$ cat src/ccr_cfg.svh
// offsets, field positions, reset values and memory map limits of the core register block
`ifndef CCR_CFG_SVH
`define CCR_CFG_SVH

`define CCR_OFF_INSTR_POINTER 8'h00
`define CCR_OFF_WORK_ONE 8'h04
`define CCR_OFF_SECOND_OP 8'h08
`define CCR_OFF_INDEX 8'h0C
`define CCR_OFF_MEM_POINTER 8'h10
`define CCR_OFF_STACK_TOP 8'h14
`define CCR_OFF_STATUS_WORD 8'h18
`define CCR_OFF_OPERATION 8'h1C
`define CCR_OFF_PROBE 8'h20
`define CCR_OFF_PROBE_RESULT 8'h24

`define CCR_RESET_WORD 16'h0000
`define CCR_RESET_STATUS 16'h0000
`define CCR_RESET_OP 4'h0

`define CCR_BIT_NIBBLE_CARRY 7
`define CCR_BIT_GLOBAL_ENABLE 6
`define CCR_BIT_PRIO_HI 5
`define CCR_BIT_PRIO_LO 4
`define CCR_BIT_MSB_COPY 3
`define CCR_BIT_NIL_RESULT 2
`define CCR_BIT_SIGNED_SPILL 1
`define CCR_BIT_BIT7_SPILL_OUT 0

`define CCR_IO_TOP 16'h0080
`define CCR_DATA_TOP 16'h8000
`define CCR_GPR_BASE 16'h0100

`define CCR_RESP_OKAY 2'b00
`define CCR_RESP_SLVERR 2'b10

`endif

$ cat src/ccr_pkg.sv
// types shared by the core register block
package ccr_pkg;
    typedef enum logic [3:0] {
        CCR_OP_ADD = 4'h0,
        CCR_OP_ADDC = 4'h1,
        CCR_OP_SUB = 4'h2,
        CCR_OP_SUBC = 4'h3,
        CCR_OP_CMP = 4'h4,
        CCR_OP_ROLC = 4'h5,
        CCR_OP_RORC = 4'h6,
        CCR_OP_MOV = 4'h7,
        CCR_OP_ADDW = 4'h8,
        CCR_OP_SUBW = 4'h9
    } ccr_op_t;

    typedef enum logic [1:0] {
        CCR_REGION_IO = 2'h0,
        CCR_REGION_DATA = 2'h1,
        CCR_REGION_PROGRAM = 2'h2
    } ccr_region_t;
endpackage

$ cat src/ccr_core_regs.sv
// cpu core dedicated registers, condition flags and bank addressing behind an axi4-lite slave
//
// Design decisions made here: the AXI4-Lite slave port and the register addresses.
`include "ccr_cfg.svh"

module ccr_core_regs
    import ccr_pkg::*;
(
    // clock and reset
    input wire logic aclk,
    input wire logic aresetn,
    // write address channel
    input wire logic [7:0] s_axi_awaddr,
    input wire logic [2:0] s_axi_awprot,
    input wire logic s_axi_awvalid,
    output logic s_axi_awready,
    // write data channel
    input wire logic [31:0] s_axi_wdata,
    input wire logic [3:0] s_axi_wstrb,
    input wire logic s_axi_wvalid,
    output logic s_axi_wready,
    // write response channel
    output logic [1:0] s_axi_bresp,
    output logic s_axi_bvalid,
    input wire logic s_axi_bready,
    // read address channel
    input wire logic [7:0] s_axi_araddr,
    input wire logic [2:0] s_axi_arprot,
    input wire logic s_axi_arvalid,
    output logic s_axi_arready,
    // read data channel
    output logic [31:0] s_axi_rdata,
    output logic [1:0] s_axi_rresp,
    output logic s_axi_rvalid,
    input wire logic s_axi_rready,
    // interrupt request and acceptance
    input wire logic irq_request,
    input wire logic [1:0] irq_level,
    output logic irq_accept
);

    // dedicated registers
    logic [15:0] instr_pointer;
    logic [15:0] work_register_one;
    logic [15:0] second_operand_reg;
    logic [15:0] index_reg;
    logic [15:0] mem_pointer;
    logic [15:0] stack_top;
    logic [15:0] status_word;
    logic [3:0] last_op;
    logic [15:0] probe_addr;
    logic [2:0] probe_regnum;

    // bus slave state
    logic aw_held;
    logic w_held;
    logic [7:0] wr_addr;
    logic [31:0] wr_data;
    logic [3:0] wr_strb;

    wire [7:0] bank_select = status_word[15:8];
    wire [7:0] flag_byte = status_word[7:0];
    wire global_enable = flag_byte[`CCR_BIT_GLOBAL_ENABLE];
    wire [1:0] prio_threshold = flag_byte[`CCR_BIT_PRIO_HI:`CCR_BIT_PRIO_LO];
    wire carry_in = flag_byte[`CCR_BIT_BIT7_SPILL_OUT];

    // lower number is higher priority, so level all-ones can never outrank the threshold
    assign irq_accept = irq_request && global_enable && (irq_level < prio_threshold);

    // memory map probe
    ccr_region_t probe_region;
    assign probe_region = (probe_addr < `CCR_IO_TOP) ? CCR_REGION_IO :
                          (probe_addr < `CCR_DATA_TOP) ? CCR_REGION_DATA : CCR_REGION_PROGRAM;
    // only the low four pointer bits select among the 16 banks
    wire [15:0] gpr_addr = `CCR_GPR_BASE + {9'h000, bank_select[3:0], probe_regnum};

    // arithmetic unit, one operation per write to the operation register with byte lane 0 strobed
    logic [15:0] alu_result;
    logic [7:0] next_flags;
    logic alu_writes;
    logic alu_sub;
    logic alu_wide;
    logic [15:0] opnd_b;
    logic [16:0] sum;
    logic cin_eff;
    logic [3:0] op_code;

    assign op_code = wr_data[3:0];

    always_comb
    begin
        alu_sub = (op_code == CCR_OP_SUB) || (op_code == CCR_OP_SUBC) ||
                  (op_code == CCR_OP_CMP) || (op_code == CCR_OP_SUBW);
        alu_wide = (op_code == CCR_OP_ADDW) || (op_code == CCR_OP_SUBW);
        // subtraction as addition of the complement; carry in inverted to borrow
        opnd_b = alu_sub ? ~second_operand_reg : second_operand_reg;
        case (op_code)
            CCR_OP_ADDC: cin_eff = carry_in;
            CCR_OP_SUBC: cin_eff = ~carry_in;
            CCR_OP_SUB, CCR_OP_CMP, CCR_OP_SUBW: cin_eff = 1'b1;
            default: cin_eff = 1'b0;
        endcase
        if (alu_wide)
            sum = {1'b0, work_register_one} + {1'b0, opnd_b} + {16'h0000, cin_eff};
        else
            sum = {8'h00, 1'b0, work_register_one[7:0]} + {8'h00, 1'b0, opnd_b[7:0]} + {16'h0000, cin_eff};
        next_flags = flag_byte;
        alu_result = work_register_one;
        alu_writes = 1'b1;
        case (op_code)
            CCR_OP_ADD, CCR_OP_ADDC, CCR_OP_SUB, CCR_OP_SUBC, CCR_OP_CMP:
            begin
                alu_result = {work_register_one[15:8], sum[7:0]};
                alu_writes = (op_code != CCR_OP_CMP);
                next_flags[`CCR_BIT_NIBBLE_CARRY] =
                    work_register_one[4] ^ second_operand_reg[4] ^ sum[4];
                next_flags[`CCR_BIT_MSB_COPY] = sum[7];
                next_flags[`CCR_BIT_NIL_RESULT] = (sum[7:0] == 8'h00);
                next_flags[`CCR_BIT_SIGNED_SPILL] =
                    (work_register_one[7] == opnd_b[7]) && (sum[7] != work_register_one[7]);
                next_flags[`CCR_BIT_BIT7_SPILL_OUT] = alu_sub ? ~sum[8] : sum[8];
            end
            CCR_OP_ADDW, CCR_OP_SUBW:
            begin
                alu_result = sum[15:0];
                next_flags[`CCR_BIT_MSB_COPY] = sum[15];
                next_flags[`CCR_BIT_NIL_RESULT] = (sum[15:0] == 16'h0000);
                next_flags[`CCR_BIT_SIGNED_SPILL] =
                    (work_register_one[15] == opnd_b[15]) && (sum[15] != work_register_one[15]);
                next_flags[`CCR_BIT_BIT7_SPILL_OUT] = alu_sub ? ~sum[16] : sum[16];
            end
            CCR_OP_ROLC, CCR_OP_RORC:
            begin
                if (op_code == CCR_OP_ROLC)
                begin
                    alu_result = {work_register_one[15:8], work_register_one[6:0], carry_in};
                    next_flags[`CCR_BIT_BIT7_SPILL_OUT] = work_register_one[7];
                end
                else
                begin
                    alu_result = {work_register_one[15:8], carry_in, work_register_one[7:1]};
                    next_flags[`CCR_BIT_BIT7_SPILL_OUT] = work_register_one[0];
                end
                next_flags[`CCR_BIT_MSB_COPY] = alu_result[7];
                next_flags[`CCR_BIT_NIL_RESULT] = (alu_result[7:0] == 8'h00);
            end
            CCR_OP_MOV:
            begin
                // transfers report sign and zero of the moved byte only
                alu_result = {work_register_one[15:8], second_operand_reg[7:0]};
                next_flags[`CCR_BIT_MSB_COPY] = second_operand_reg[7];
                next_flags[`CCR_BIT_NIL_RESULT] = (second_operand_reg[7:0] == 8'h00);
            end
            default:
                alu_writes = 1'b0;
        endcase
    end

    // write path
    wire aw_take = s_axi_awvalid && s_axi_awready;
    wire w_take = s_axi_wvalid && s_axi_wready;
    wire do_write = aw_held && w_held && !s_axi_bvalid;
    wire wr_mapped = (wr_addr[1:0] == 2'b00) && (wr_addr <= `CCR_OFF_PROBE);
    wire wr_ip = do_write && (wr_addr == `CCR_OFF_INSTR_POINTER);
    wire wr_a = do_write && (wr_addr == `CCR_OFF_WORK_ONE);
    wire wr_t = do_write && (wr_addr == `CCR_OFF_SECOND_OP);
    wire wr_ix = do_write && (wr_addr == `CCR_OFF_INDEX);
    wire wr_ep = do_write && (wr_addr == `CCR_OFF_MEM_POINTER);
    wire wr_sp = do_write && (wr_addr == `CCR_OFF_STACK_TOP);
    wire wr_ps = do_write && (wr_addr == `CCR_OFF_STATUS_WORD);
    wire wr_op = do_write && (wr_addr == `CCR_OFF_OPERATION) && wr_strb[0];
    wire wr_probe = do_write && (wr_addr == `CCR_OFF_PROBE);
    wire [15:0] wmask = {{8{wr_strb[1]}}, {8{wr_strb[0]}}};

    function automatic logic [15:0] merge16(input logic [15:0] old, input logic [15:0] data,
                                            input logic [15:0] mask);
        merge16 = (old & ~mask) | (data & mask);
    endfunction

    assign s_axi_awready = !aw_held && !s_axi_bvalid;
    assign s_axi_wready = !w_held && !s_axi_bvalid;

    always_ff @(posedge aclk)
    begin
        if (!aresetn)
        begin
            aw_held <= 1'b0;
            w_held <= 1'b0;
            wr_addr <= 8'h00;
            wr_data <= 32'h0000_0000;
            wr_strb <= 4'h0;
            s_axi_bvalid <= 1'b0;
            s_axi_bresp <= `CCR_RESP_OKAY;
        end
        else
        begin
            if (aw_take)
            begin
                aw_held <= 1'b1;
                wr_addr <= s_axi_awaddr;
            end
            if (w_take)
            begin
                w_held <= 1'b1;
                wr_data <= s_axi_wdata;
                wr_strb <= s_axi_wstrb;
            end
            if (do_write)
            begin
                aw_held <= 1'b0;
                w_held <= 1'b0;
                s_axi_bvalid <= 1'b1;
                s_axi_bresp <= wr_mapped ? `CCR_RESP_OKAY : `CCR_RESP_SLVERR;
            end
            else if (s_axi_bvalid && s_axi_bready)
                s_axi_bvalid <= 1'b0;
        end
    end

    // register file
    always_ff @(posedge aclk)
    begin
        if (!aresetn)
        begin
            instr_pointer <= `CCR_RESET_WORD;
            work_register_one <= `CCR_RESET_WORD;
            second_operand_reg <= `CCR_RESET_WORD;
            index_reg <= `CCR_RESET_WORD;
            mem_pointer <= `CCR_RESET_WORD;
            stack_top <= `CCR_RESET_WORD;
            status_word <= `CCR_RESET_STATUS;
            last_op <= `CCR_RESET_OP;
            probe_addr <= `CCR_RESET_WORD;
            probe_regnum <= 3'h0;
        end
        else
        begin
            if (wr_ip)
                instr_pointer <= merge16(instr_pointer, wr_data[15:0], wmask);
            if (wr_a)
                work_register_one <= merge16(work_register_one, wr_data[15:0], wmask);
            else if (wr_op && alu_writes)
                work_register_one <= alu_result;
            if (wr_t)
                second_operand_reg <= merge16(second_operand_reg, wr_data[15:0], wmask);
            if (wr_ix)
                index_reg <= merge16(index_reg, wr_data[15:0], wmask);
            if (wr_ep)
                mem_pointer <= merge16(mem_pointer, wr_data[15:0], wmask);
            if (wr_sp)
                stack_top <= merge16(stack_top, wr_data[15:0], wmask);
            if (wr_ps)
                status_word <= merge16(status_word, wr_data[15:0], wmask);
            else if (wr_op)
                status_word <= {status_word[15:8], next_flags};
            if (wr_op)
                last_op <= op_code;
            if (wr_probe && wr_strb[0])
                probe_addr[7:0] <= wr_data[7:0];
            if (wr_probe && wr_strb[1])
                probe_addr[15:8] <= wr_data[15:8];
            if (wr_probe && wr_strb[2])
                probe_regnum <= wr_data[18:16];
        end
    end

    // read path
    logic [31:0] rd_mux;
    logic rd_hit;

    always_comb
    begin
        rd_hit = 1'b1;
        case (s_axi_araddr)
            `CCR_OFF_INSTR_POINTER: rd_mux = {16'h0000, instr_pointer};
            `CCR_OFF_WORK_ONE: rd_mux = {16'h0000, work_register_one};
            `CCR_OFF_SECOND_OP: rd_mux = {16'h0000, second_operand_reg};
            `CCR_OFF_INDEX: rd_mux = {16'h0000, index_reg};
            `CCR_OFF_MEM_POINTER: rd_mux = {16'h0000, mem_pointer};
            `CCR_OFF_STACK_TOP: rd_mux = {16'h0000, stack_top};
            `CCR_OFF_STATUS_WORD: rd_mux = {16'h0000, status_word};
            `CCR_OFF_OPERATION: rd_mux = {28'h000_0000, last_op};
            `CCR_OFF_PROBE: rd_mux = {13'h0000, probe_regnum, probe_addr};
            `CCR_OFF_PROBE_RESULT: rd_mux = {14'h0000, probe_region, gpr_addr};
            default:
            begin
                rd_mux = 32'h0000_0000;
                rd_hit = 1'b0;
            end
        endcase
    end

    assign s_axi_arready = !s_axi_rvalid;

    always_ff @(posedge aclk)
    begin
        if (!aresetn)
        begin
            s_axi_rvalid <= 1'b0;
            s_axi_rdata <= 32'h0000_0000;
            s_axi_rresp <= `CCR_RESP_OKAY;
        end
        else if (s_axi_arvalid && s_axi_arready)
        begin
            s_axi_rvalid <= 1'b1;
            s_axi_rdata <= rd_mux;
            s_axi_rresp <= rd_hit ? `CCR_RESP_OKAY : `CCR_RESP_SLVERR;
        end
        else if (s_axi_rvalid && s_axi_rready)
            s_axi_rvalid <= 1'b0;
    end

endmodule

$ cat config.mk
export PLATFORM = sky130hd
export DESIGN_NAME = ccr_core_regs
export DESIGN_NICKNAME = d
export VERILOG_FILES = /design/src/ccr_pkg.sv /design/src/ccr_core_regs.sv
export VERILOG_INCLUDE_DIRS = /design/src /design/src/src
export SDC_FILE = /design/constraint.sdc
export NUM_CORES = 1
export LEC_CHECK = 0
export BUFFER_PORTS_ARGS = -buffer_cell sky130_fd_sc_hd__buf_2
export CAP_MARGIN = 10
export CORE_MARGIN = 10
export CORE_UTILIZATION = 53
export CTS_BUF_LIST = sky130_fd_sc_hd__clkbuf_16
export CTS_CLUSTER_DIAMETER = 50
export DETAILED_ROUTE_END_ITERATION = 10
export PLACE_DENSITY = 0.78
export SYNTH_ARGS = -nofsm -noshare
export SYNTH_HDL_FRONTEND = slang
export SYNTH_SLANG_ARGS = --single-unit
$ cat constraint.sdc
create_clock -name aclk -period 4.2 [get_ports aclk]
set_input_delay 0.84 -clock aclk [delete_from_list [all_inputs] [get_ports aclk]]
set_output_delay 0.84 -clock aclk [all_outputs]
set_load 0.01 [all_outputs]
[After elaboration in Yosys (flattened, before gate mapping)]
Index checks and enable logic that the tools add are counted.
Word-level totals
  bits in writable memories: 0
  latch bits: 0
  memory bits (read-only): 0
  memories kept: 0
  output and inout port bits: 42
  bits in registers: 205
  bits of input ports: 68
Cells by class
  equal/unequal tests: 34
  add/subtract/negate cells: 5
  shifts and indexed selects: 0
  magnitude comparators: 4
  multipliers: 0
  multiplexer cells: 28
  reductions and logical operators: 67
  bitwise logic cells: 23
  div/mod/pow operators: 0
Operators with widths (number)
  19-bit one-hot mux with 10 select lines: 1
  16-bit bitwise AND: 8
  16-bit OR: 7
  8-bit by 5-bit equality test with 1-bit output (second input constant): 8
  16-bit two-way mux: 4
  16-bit one-hot mux with 4 select lines: 1
  8-bit logical NOT: 5
  8-bit by 4-bit equality test with 1-bit output (second input constant): 4
  16-bit NOT: 2
  1-bit logical AND: 28
  8-bit by 6-bit equality test with 1-bit output (second input constant): 3
  8-bit two-way mux: 3
  16-bit by 16-bit adder with 17-bit output: 1
  17-bit by 1-bit adder with 17-bit output: 1
  17-bit two-way mux: 1
  4-bit by 3-bit equality test with 1-bit output (second input constant): 4
  8-bit by 3-bit equality test with 1-bit output (second input constant): 2
  16-bit logical NOT: 1
  16-bit less-than comparator (second input constant): 1
  16-bit by 8-bit less-than comparator with 1-bit output (second input constant): 1
  2-bit nonzero test: 6
  9-bit by 1-bit adder with 10-bit output: 1
  9-bit by 7-bit adder with 10-bit output (first input constant): 1
  2-bit AND reduction: 5
  other kinds (29): 62

[Longest topological paths before layout]
Gate-level depths: netlist of the first run.
  depth after elaboration: 13
  gate-level depth with buffers: 16
  mapped depth without buffers: 13

[Worst setup path after synthesis of the first run]
No wires, ideal clock.
  path kind: register -> register
  from: reg wr_data[1]
  to: reg (tool-made name)
  clock period less this slack: 4268 ps
  stages on the path, launching flop included: 17
  data arrival time: 4149 ps
  setup slack: -68 ps
  cell sequence: dfxtp_1 clkbuf_1 clkbuf_1 o21ai_0 o21ai_0 clkbuf_1 buf_2 xnor2_1 fa_1 fa_1 a211oi_1 o211ai_1 a311oi_1 o21ai_0 nand4_1 o2111ai_1 o31a_1
RTL lines
  start, declared: RTL line ccr_core_regs.sv:58  | logic [31:0] wr_data;
  start signal, assigned: RTL line ccr_core_regs.sv:205  | wr_data <= s_axi_wdata;

==> impl_metrics.yaml, run 1 <==
detailed_routing:
  num_vias: 9816
  first_iter_violations: 1374
  wl_microns: 30600
  drc_errors: 0
  wire_per_inst_microns: 20.0
  wl_met2_microns: 14000
  routed.top_layer: "met4"
  wl_met3_microns: 3190
  ant_nets: 0
  wl_met1_microns: 12500
  vias_per_cell: 6.40
  drtPass1Iterations: 7
yosys:
  synth_cell_types: 74
  synth_cells: 1255
  synth_seq_cells: 190
  yosys_most_used_dff: "dfxtp_1"
  ys_warn_count: 0
  yosysTopAreaCell: "dfxtp_1"
  synth_area_leaders: "dfxtp_1 (38%), a21oi_1 (6.7%), nand2_1 (6.5%), mux2i_1 (6.1%), a22oi_1 (5.9%)"
  synth_edf_count: 0
  synth_top_area_share: 0.381
  netlist_area_sq_mm: 0.00997
  ys_seq_area_frac: 0.381
  avgSynthCellArea_sq_um: 7.95
  async_flop_share: 0
power:
  vdd_ir_drop_max_uv: 311
  leakagePower_nw: 4.19
  total_power_mw: 3.93
  p_per_area_mw_per_mm2: 354
cts:
  htreeDepth: 4
  cts_buffers: 17
  postCtsHoldBufs: 0
  ctsResizeCount: 0
  cts_setup_buffers: 0
  clkLatencyLatePin_ns: 0.43
  clockBufferDepth: 2
  cts_tree: "built"
  clk_pin_slew_worst_paths_ns: 0.07
  root_buffer: "clkbuf_16"
  cts.sink_count: 190
finish:
  drive_above_1_share: 0.130
  multi_input_area_sq_mm: 0.00570
  seq_area_sq_mm: 0.00380
  mostFrequentLayoutCells: "dfxtp_1 (190), nand2_1 (172), a21oi_1 (134), nor2_1 (123), nand3_1 (81)"
  finalNonFillerCells: 1534
  num_antenna_cells: 0
  syn_to_final_growth_pct: 11.4
  layout_commonest_cell: "dfxtp_1"
  stdcell_area_sq_mm: 0.0111
  nets: 1373
  nFillCells: 1657
critical_path:
  reg2regPathDepth: 14
  endpoint_kind: "flip-flop"
  critPathKind: "reg -> reg"
  cp-startpoint: "wr_data[2]$_SDFFE_PN0P_"
  startpoint_type: "flip-flop"
  r2r_start: "wr_data[2]$_SDFFE_PN0P_"
  r2r_setup_slack_ns: 0.31
  cp.arrival_ns: 4.21
  critPathRequiredTime_ns: 4.53
  crit_fanout: 10
timing:
  setup_viol: 0
  tightestPinTransition_ns: 1.24
  slew_viol_final: 0
  finalHoldViolCount: 0
  fin_crit_sh: 0.926
  fin_skew_ns: 0.00945
  final.min_clock_period_ns: 3.89
  slew_headroom: 0.176
  fmax_mhz: 257
  setup-tns-final_ns: 0
  rsz0062_at_grt: "no"
floorplanning:
  core_sq_mm: 0.0186
  rows: 50
  die_width_microns: 157
  initial_core_util: 0.537
  chipHeight_microns: 157
  ios: 110
  dieArea_sq_mm: 0.0247
placement:
  hpwl_microns: 21700
  place_congestion: 0.953
  numPlacedInstances: 1502
  dpl_cell_area_sq_mm: 0.0105
  io_buffers: 74
global_routing:
  first_global_vias: 9352
  grt.overflow.total: 0
  track_usage: 0.245
  antenna_found_initial: 0
  grt_pass1_wl_microns: 49200
  grt_max_degree: 125
outcome:
  outcome: "complete, no violations"
min_path:
  hold_path_class: "reg -> reg"
job:
  cap_violations: 0
==> cells by family after synthesis <==
family,synth area share
AO/OA/AOI/OAI,0.223
XOR/XNOR,0.0220
adder cells (fa/ha/maj),0.0241
buffers and inverters,0.0544
flip-flops,0.381
multiplexers,0.0680
other,0.000376
AND/OR/NAND/NOR,0.227
==> stage by stage <==
| stage | hold WS, ns | setup slack, ns | utilization |
|---|---|---|---|
| after floorplan | 0.432 | 0.0993 | - |
| after global placement | 0.439 | 0.362 | 0.566 |
| after detailed placement | 0.444 | 0.312 | 0.566 |
| after CTS | 0.456 | 0.306 | 0.598 |
| after global routing | 0.472 | 0.00558 | 0.598 |
| final | 0.454 | 0.312 | 0.598 |
==> critical path, stage by stage (launching register included) <==
cell and delay [ns]:
dfxtp_1 0.57, nand2b_1 0.13, o21ai_0 0.21, o21ai_2 0.09, xnor2_1 0.15, fa_1 0.48, fa_1 0.46, a211oi_1 0.39
o211ai_1 0.27, a311oi_2 0.35, buf_4 0.17, o21bai_1 0.07, xnor2_1 0.19, nor2_1 0.08, o21a_1 0.16
==> per-layer routing <==
metal,up-vias,track usage
li1,4548,-
met1,4615,0.327
met2,583,0.386
met3,70,0.0448
met4,0,0.0922
met5,-,0
==> worst min path at each step <==
| stage | from | end | slack [ns] | depth (start not counted) |
|---|---|---|---|---|
| after floorplan | wr_strb[2]$_SDFFE_PN0P_ | wr_strb[2]$_SDFFE_PN0P_ | 0.43 | 2 |
| after CTS | flip-flop | flip-flop | 0.46 | 2 |
| after global placement | s_axi_rdata[17]$_SDFFE_PN0P_ | s_axi_rdata[17]$_SDFFE_PN0P_ | 0.44 | 2 |
| after detailed placement | s_axi_rdata[4]$_SDFFE_PN0P_ | s_axi_rdata[4]$_SDFFE_PN0P_ | 0.44 | 2 |
| after global routing | flip-flop | flip-flop | 0.47 | 2 |
| final | s_axi_rresp[1]$_SDFFE_PN0P_ | s_axi_rresp[1]$_SDFFE_PN0P_ | 0.45 | 2 |
==> power by group <==
group / leakage (nW) / internal [mW] / total (mW) / switching [mW]
registers: 1.54 / 1.82 / 1.88 / 0.0516
logic: 2.36 / 0.156 / 0.428 / 0.273
clock network: 0.289 / 0.851 / 1.62 / 0.774
==> final cells by class <==
| class | instances | share of cell area |
|---|---|---|
| multi-input cells | 952 | 0.514 |
| flip-flops and latches | 190 | 0.342 |
| repair buffers | 110 | 0.0588 |
| clock buffers | 17 | 0.0383 |
| well taps | 234 | 0.0264 |
| clock inverters | 15 | 0.0150 |
| inverters | 16 | 0.00563 |
==> synthesized netlist by cell type, types with 10 or more instances <==
cell        n
dfxtp_1   190
nand2_1   172
a21oi_1   134
nor2_1    123
clkbuf_1   83
nand3_1    81
a22oi_1    78
mux2i_1    61
o21ai_0    43
xnor2_1    23
ha_1       16
buf_4      15
inv_1      15
nor3_1     14
a211oi_1   13
nand2b_1   13
nor2b_1    12
and2_1     10
Note: power is estimated with default switching activity, not from simulation.
==> run 2, diff against run 1 <==
==> constraint.sdc (replaced) <==
create_clock -name aclk -period 3.4 [get_ports aclk]
set_input_delay 0.68 -clock aclk [delete_from_list [all_inputs] [get_ports aclk]]
set_output_delay 0.68 -clock aclk [all_outputs]
set_load 0.01 [all_outputs]
==> run 2 against run 1 <==
Net effect: the run now ends with setup timing left; hold slack worse by 0.039 ns; total power grew 26%; combinational power grew 38%; via count grew 0.47%; global-route usage shrank 0.089 points; flip-flop and latch count unchanged; cell area grew 3.5%; core utilization increased by 2.1 points; fmax is 13% higher; non-clock buffer count increased by 34; sequential power grew 23%; highest routed layer unchanged.
==> impl_metrics.yaml, run 2 (synthesis results as in run 1) <==
outcome:
  outcome: "complete, but fails checks"
  violations: "setup timing"
timing:
  final.min_clock_period_ns: 3.44
  fmax_mhz: 291
  fin_skew_ns: 0.00977
  setup_ws_ns: -0.0375
  fin_crit_sh: 1.01
  slew_viol_final: 0
  finalHoldViolCount: 0
  tightestPinTransition_ns: 1.14
  setup_viol: 1
  setup-tns-final_ns: -0.0375
  slew_headroom: 0.243
  worst_hold_slack_ns: 0.415
  rsz0062_at_grt: "yes"
cts:
  postCtsHoldBufs: 0
  clockBufferDepth: 2
  cts_buffers: 17
  clk_pin_slew_worst_paths_ns: 0.08
  cts.sink_count: 190
  htreeDepth: 4
  root_buffer: "clkbuf_16"
  cts_tree: "built"
  clkLatencyLatePin_ns: 0.43
finish:
  layout_commonest_cell: "dfxtp_1"
  mostFrequentLayoutCells: "dfxtp_1 (186), nand2_1 (172), a21oi_1 (134), nor2_1 (122), nand3_1 (81)"
  nets: 1407
  num_antenna_cells: 0
  drive_above_1_share: 0.166
  syn_to_final_growth_pct: 15.2
floorplanning:
  die_width_microns: 157
  initial_core_util: 0.537
  chipHeight_microns: 157
  dieArea_sq_mm: 0.0247
  ios: 110
  core_sq_mm: 0.0186
  rows: 50
detailed_routing:
  wire_per_inst_microns: 19.8
  drc_errors: 0
  num_vias: 9862
  first_iter_violations: 1208
  drtPass1Iterations: 6
  wl_microns: 31000
  vias_per_cell: 6.29
  ant_nets: 0
job:
  cap_violations: 0
critical_path:
  critical_path.slowest_cell: "a311oi_2"
  slowest_delay_ns: 0.44
  crit_fanout: 5
  endpoint_kind: "flip-flop"
  cp.arrival_ns: 3.77
  critPathRequiredTime_ns: 3.74
  crit_chain: "buf_6 -> nor2_2 -> nor2_1 -> a31oi_1 -> o32ai_2 -> fa_2 -> fa_2 -> a211oi_4 -> o211ai_1 -> a311oi_2 -> o21bai_1 -> xnor2_1 -> nor2_1 -> o21a_1"
  critPathBufInv: 1
  startpoint_type: "flip-flop"
  critPathKind: "reg -> reg"
  crit_family: "compound AO/OA/AOI/OAI gates"
global_routing:
  antenna_found_initial: 0
  grt.overflow.total: 0
  first_global_vias: 9123
  track_usage: 0.244
  grt_max_degree: 91
  grt_pass1_wl_microns: 48900
placement:
  io_buffers: 74
  hpwl_microns: 21800
  place_congestion: 0.973
power:
  p_per_area_mw_per_mm2: 432
  leakagePower_nw: 4.40
  vdd_ir_drop_max_uv: 309
min_path:
  hold_path_class: "in -> reg"
[run 2: cell types whose count changed in the layout (fill, tap and decap cells not counted), moves of 3 or more]
cell      delta
a211oi_1     -3
buf_4       +32
clkinv_8     +3
dfxtp_1      -4
inv_6        -4
o21ai_0      -3
[run 2: area by class of cell]
cell class                 instances  area (sq um)
multi-input combinational        952          5790
timing repair buffer             144           916
inverter                          16          62.6
tap                              234           293
fill                            1599          7090
sequential                       190          3810
clock buffer                      17           425
clock inverter                    15           194
[run 2: layer usage]
| layer | track usage | vias up | wire [microns] | share of wire |
|---|---|---|---|---|
| met5 | 0 | - | 0 | 0 |
| met4 | 0.0895 | 0 | 816 | 0.026 |
| met3 | 0.0426 | 75 | 3100 | 0.10 |
| met2 | 0.387 | 570 | 14200 | 0.46 |
| met1 | 0.326 | 4602 | 12900 | 0.41 |
| li1 | - | 4615 | - | - |
[run 2: worst paths after layout]
| path | from | end | slack [ns] | cells past startpoint |
|---|---|---|---|---|
| min reg2reg | s_axi_rdata[9]$_SDFFE_PN0P_ | s_axi_rdata[9]$_SDFFE_PN0P_ | 0.45 | 2 |
| max reg2reg | wr_data[3]$_SDFFE_PN0P_ | flip-flop | -0.04 | 14 |
| max | wr_data[3]$_SDFFE_PN0P_ | flip-flop | -0.04 | 14 |
| min | s_axi_rready | s_axi_rvalid$_SDFFE_PN0P_ | 0.42 | 2 |
[run 2: where the power goes]
part	internal (mW)	switching [mW]	total, mW
clock network	1.07	0.992	2.06
logic	0.231	0.360	0.591
registers	2.25	0.0591	2.31
[run 2: worst register-to-register path: stages (launching register included)]
cell      delay (ns)
dfxtp_4         0.36
buf_6           0.12
nor2_2          0.06
nor2_1          0.04
a31oi_1         0.19
o32ai_2         0.13
fa_2            0.40
fa_2            0.41
a211oi_4        0.27
o211ai_1        0.21
a311oi_2        0.44
o21bai_1        0.13
xnor2_1         0.30
nor2_1          0.09
o21a_1          0.18
[run 2: what timing repair did]
| item | CTS | global route |
|---|---|---|
| pin swaps | 2 | 16 |
| buffers inserted | 0 | 1 |
| endpoints found under the setup margin | 4 | 9 |
| gates resized for setup | 2 | 18 |
[run 2: per-stage QoR]
| stage | instance area (sq um) | cells | setup slack (ns) | util | power (mW) |
|---|---|---|---|---|---|
| floorplan | 10100 | 1269 | 0.00196 | - | 2.74 |
| global placement | 10800 | 1535 | 0.0111 | 0.581 | 2.91 |
| detailed placement | 10800 | 1535 | -0.0473 | 0.581 | 2.92 |
| CTS | 11400 | 1567 | 0.0352 | 0.614 | 4.94 |
| global route | 11500 | 1568 | -0.143 | 0.619 | 5.11 |
| finish | 11500 | 1568 | -0.0375 | 0.619 | 4.96 |
==> run 3, diff against run 2 <==
--- a/config.mk
+++ b/config.mk
@@ -6,6 +6,7 @@
 export SDC_FILE = /design/constraint.sdc
 export NUM_CORES = 1
 export LEC_CHECK = 0
+export ABC_AREA = 1
 export BUFFER_PORTS_ARGS = -buffer_cell sky130_fd_sc_hd__buf_2
 export CAP_MARGIN = 10
 export CORE_MARGIN = 10
@@ -14,6 +15,7 @@
 export CTS_CLUSTER_DIAMETER = 50
 export DETAILED_ROUTE_END_ITERATION = 10
 export PLACE_DENSITY = 0.78
+export SKIP_CTS_REPAIR_TIMING = 1
 export SYNTH_ARGS = -nofsm -noshare
 export SYNTH_HDL_FRONTEND = slang
 export SYNTH_SLANG_ARGS = --single-unit
==> run 3 against run 2 <==
Net effect: the flow now finishes without violations; total power rose by 3.0%; clock-buffer cell count unchanged; fmax rose by 9.6%; via count is 1.6% lower; combinational power up 15%; final cell count rose by 6.7%; sequential power barely moved; critical path type unchanged; synthesized area is 0.66% lower; largest power group unchanged.
==> impl_metrics.yaml, run 3 <==
cts:
  clk_pin_slew_worst_paths_ns: 0.07
  cts_buffers: 17
  htreeDepth: 4
  cts_tree: "built"
  clockBufferDepth: 2
  cts.sink_count: 190
  root_buffer: "clkbuf_16"
  clkLatencyLatePin_ns: 0.43
outcome:
  outcome: "complete, no violations"
finish:
  finalNonFillerCells: 1673
  nFillCells: 1638
  nets: 1518
  mostFrequentLayoutCells: "nand2_1 (209), dfxtp_1 (186), inv_1 (167), a21oi_1 (147), nor2_1 (144)"
  num_antenna_cells: 0
  layout_commonest_cell: "nand2_1"
  syn_to_final_growth_pct: 12.5
  drive_above_1_share: 0.148
global_routing:
  track_usage: 0.242
  first_global_vias: 8956
  grt-busiest-layer: "met2"
  grt_max_degree: 90
  grt_pass1_wl_microns: 47700
  grt.overflow.total: 0
  grt_use_met2: 0.387
  met3_usage: 0.0406
  gr-usage-met1: 0.322
  antenna_found_initial: 0
power:
  leakagePower_nw: 4.72
  p_per_area_mw_per_mm2: 459
  vdd_ir_drop_max_uv: 377
yosys:
  yosys_most_used_dff: "dfxtp_1"
  synth_seq_cells: 190
  synth_commonest_cells: "nand2_1 (213), dfxtp_1 (190), inv_1 (167), a21oi_1 (148), nor2_1 (145)"
  synth_area_leaders: "dfxtp_1 (38%), nand2_1 (8.1%), a21oi_1 (7.5%), inv_1 (6.3%), o21ai_0 (5.6%)"
  netlist_area_sq_mm: 0.00991
  async_flop_share: 0
  yosysMostFrequentCell: "nand2_1"
  ys_warn_count: 0
  synth_cells: 1370
  synth_cell_types: 56
  avgSynthCellArea_sq_um: 7.23
  synth_top_area_share: 0.384
  synth_edf_count: 0
  yosysTopAreaCell: "dfxtp_1"
  ys_seq_area_frac: 0.384
timing:
  setup_ws_ns: 0.263
  slew_viol_final: 0
  fmax_mhz: 319
  fin_skew_ns: 0.00904
  finalHoldViolCount: 0
  fin_crit_sh: 0.923
  final.min_clock_period_ns: 3.14
  setup_viol: 0
  slew_headroom: 0.345
  tightestPinTransition_ns: 0.977
min_path:
  hold_path_class: "reg -> reg"
detailed_routing:
  num_vias: 9708
  drtPass1Iterations: 6
  drc_errors: 0
  wl_microns: 30400
  first_iter_violations: 1213
  vias_per_cell: 5.80
  ant_nets: 0
  wire_per_inst_microns: 18.1
floorplanning:
  die_width_microns: 157
  core_sq_mm: 0.0181
  chipHeight_microns: 157
  ios: 110
  dieArea_sq_mm: 0.0246
  initial_core_util: 0.546
  rows: 49
placement:
  numPlacedInstances: 1638
  hpwl_microns: 22200
  place_ws_ns: 0.0414
  place_congestion: 1.01
  io_buffers: 74
critical_path:
  endpoint_kind: "flip-flop"
  critPathKind: "reg -> reg"
  cp.arrival_ns: 3.49
  crit_fanout: 6
  critPathRequiredTime_ns: 3.75
  r2r_setup_slack_ns: 0.26
  startpoint_type: "flip-flop"
job:
  cap_violations: 0
[run 3: report_power, final]
group,switching (mW),total (mW),internal (mW)
clock network,0.870,2.10,1.23
logic,0.440,0.678,0.238
registers,0.0642,2.33,2.27
[run 3: cell type report]
class                      instances  area, sq um  share of cell area
sequential                       190         3810               0.342
tap                              229          287              0.0257
clock inverter                    14          193              0.0173
multi-input combinational        931         5080               0.456
inverter                         186          701              0.0629
clock buffer                      17          425              0.0382
timing repair buffer             106          648              0.0581
[run 3: cells by family after synthesis]
group | synth area share
AOI/OAI and AO/OA | 0.248
xor gates and xnor gates | 0.0239
adders and majority gates | 0.0242
buffers and inverters | 0.113
DFF | 0.384
other | 0.000379
and+or+nand+nor | 0.207
[run 3: critical path: stages, from the launching register on]
cell      delay, ns
dfxtp_4        0.38
nor2_1         0.08
nand2_1        0.08
nand2_1        0.07
a31oi_2        0.19
nand2_2        0.11
xor2_1         0.17
fa_2           0.40
fa_2           0.37
nand2_1        0.09
nand2_1        0.08
nand3_1        0.09
nand2_2        0.09
nand2_2        0.08
nand3b_1       0.07
nand2_1        0.11
nand2_1        0.06
nor2_1         0.10
nand2_1        0.09
nand2_1        0.06
nand2_1        0.05
nand2_1        0.06
nand2_1        0.05
a21oi_1        0.13
[run 3: worst paths after layout]
kind	startpoint	end	cells past startpoint
hold reg to reg	last_op[2]$_SDFFE_PN0P_	last_op[2]$_SDFFE_PN0P_	2
setup / recovery	wr_data[1]$_SDFFE_PN0P_	flip-flop	23
hold / removal	last_op[2]$_SDFFE_PN0P_	last_op[2]$_SDFFE_PN0P_	2
setup reg to reg	wr_data[1]$_SDFFE_PN0P_	flip-flop	23
[run 3: metrics by stage]
stage	utilization	total power, mW	TNS, ns	hold slack [ns]	instance area (sq um)
after detailed placement	0.575	3.02	0	0.440	10400
after global routing	0.614	5.29	-0.0259	0.468	11100
after floorplan	-	2.83	0	0.425	9960
after CTS	0.609	5.08	0	0.450	11100
final	0.614	5.11	0	0.454	11100
after global placement	0.575	3.02	0	0.436	10400
[run 3: routing by layer]
metal / part of all wire / up-vias / wire length, microns
met5: 0 / - / 0
met4: 0.036 / 0 / 1090
met3: 0.081 / 72 / 2460
met2: 0.46 / 442 / 14000
met1: 0.42 / 4477 / 12900
li1: - / 4717 / -
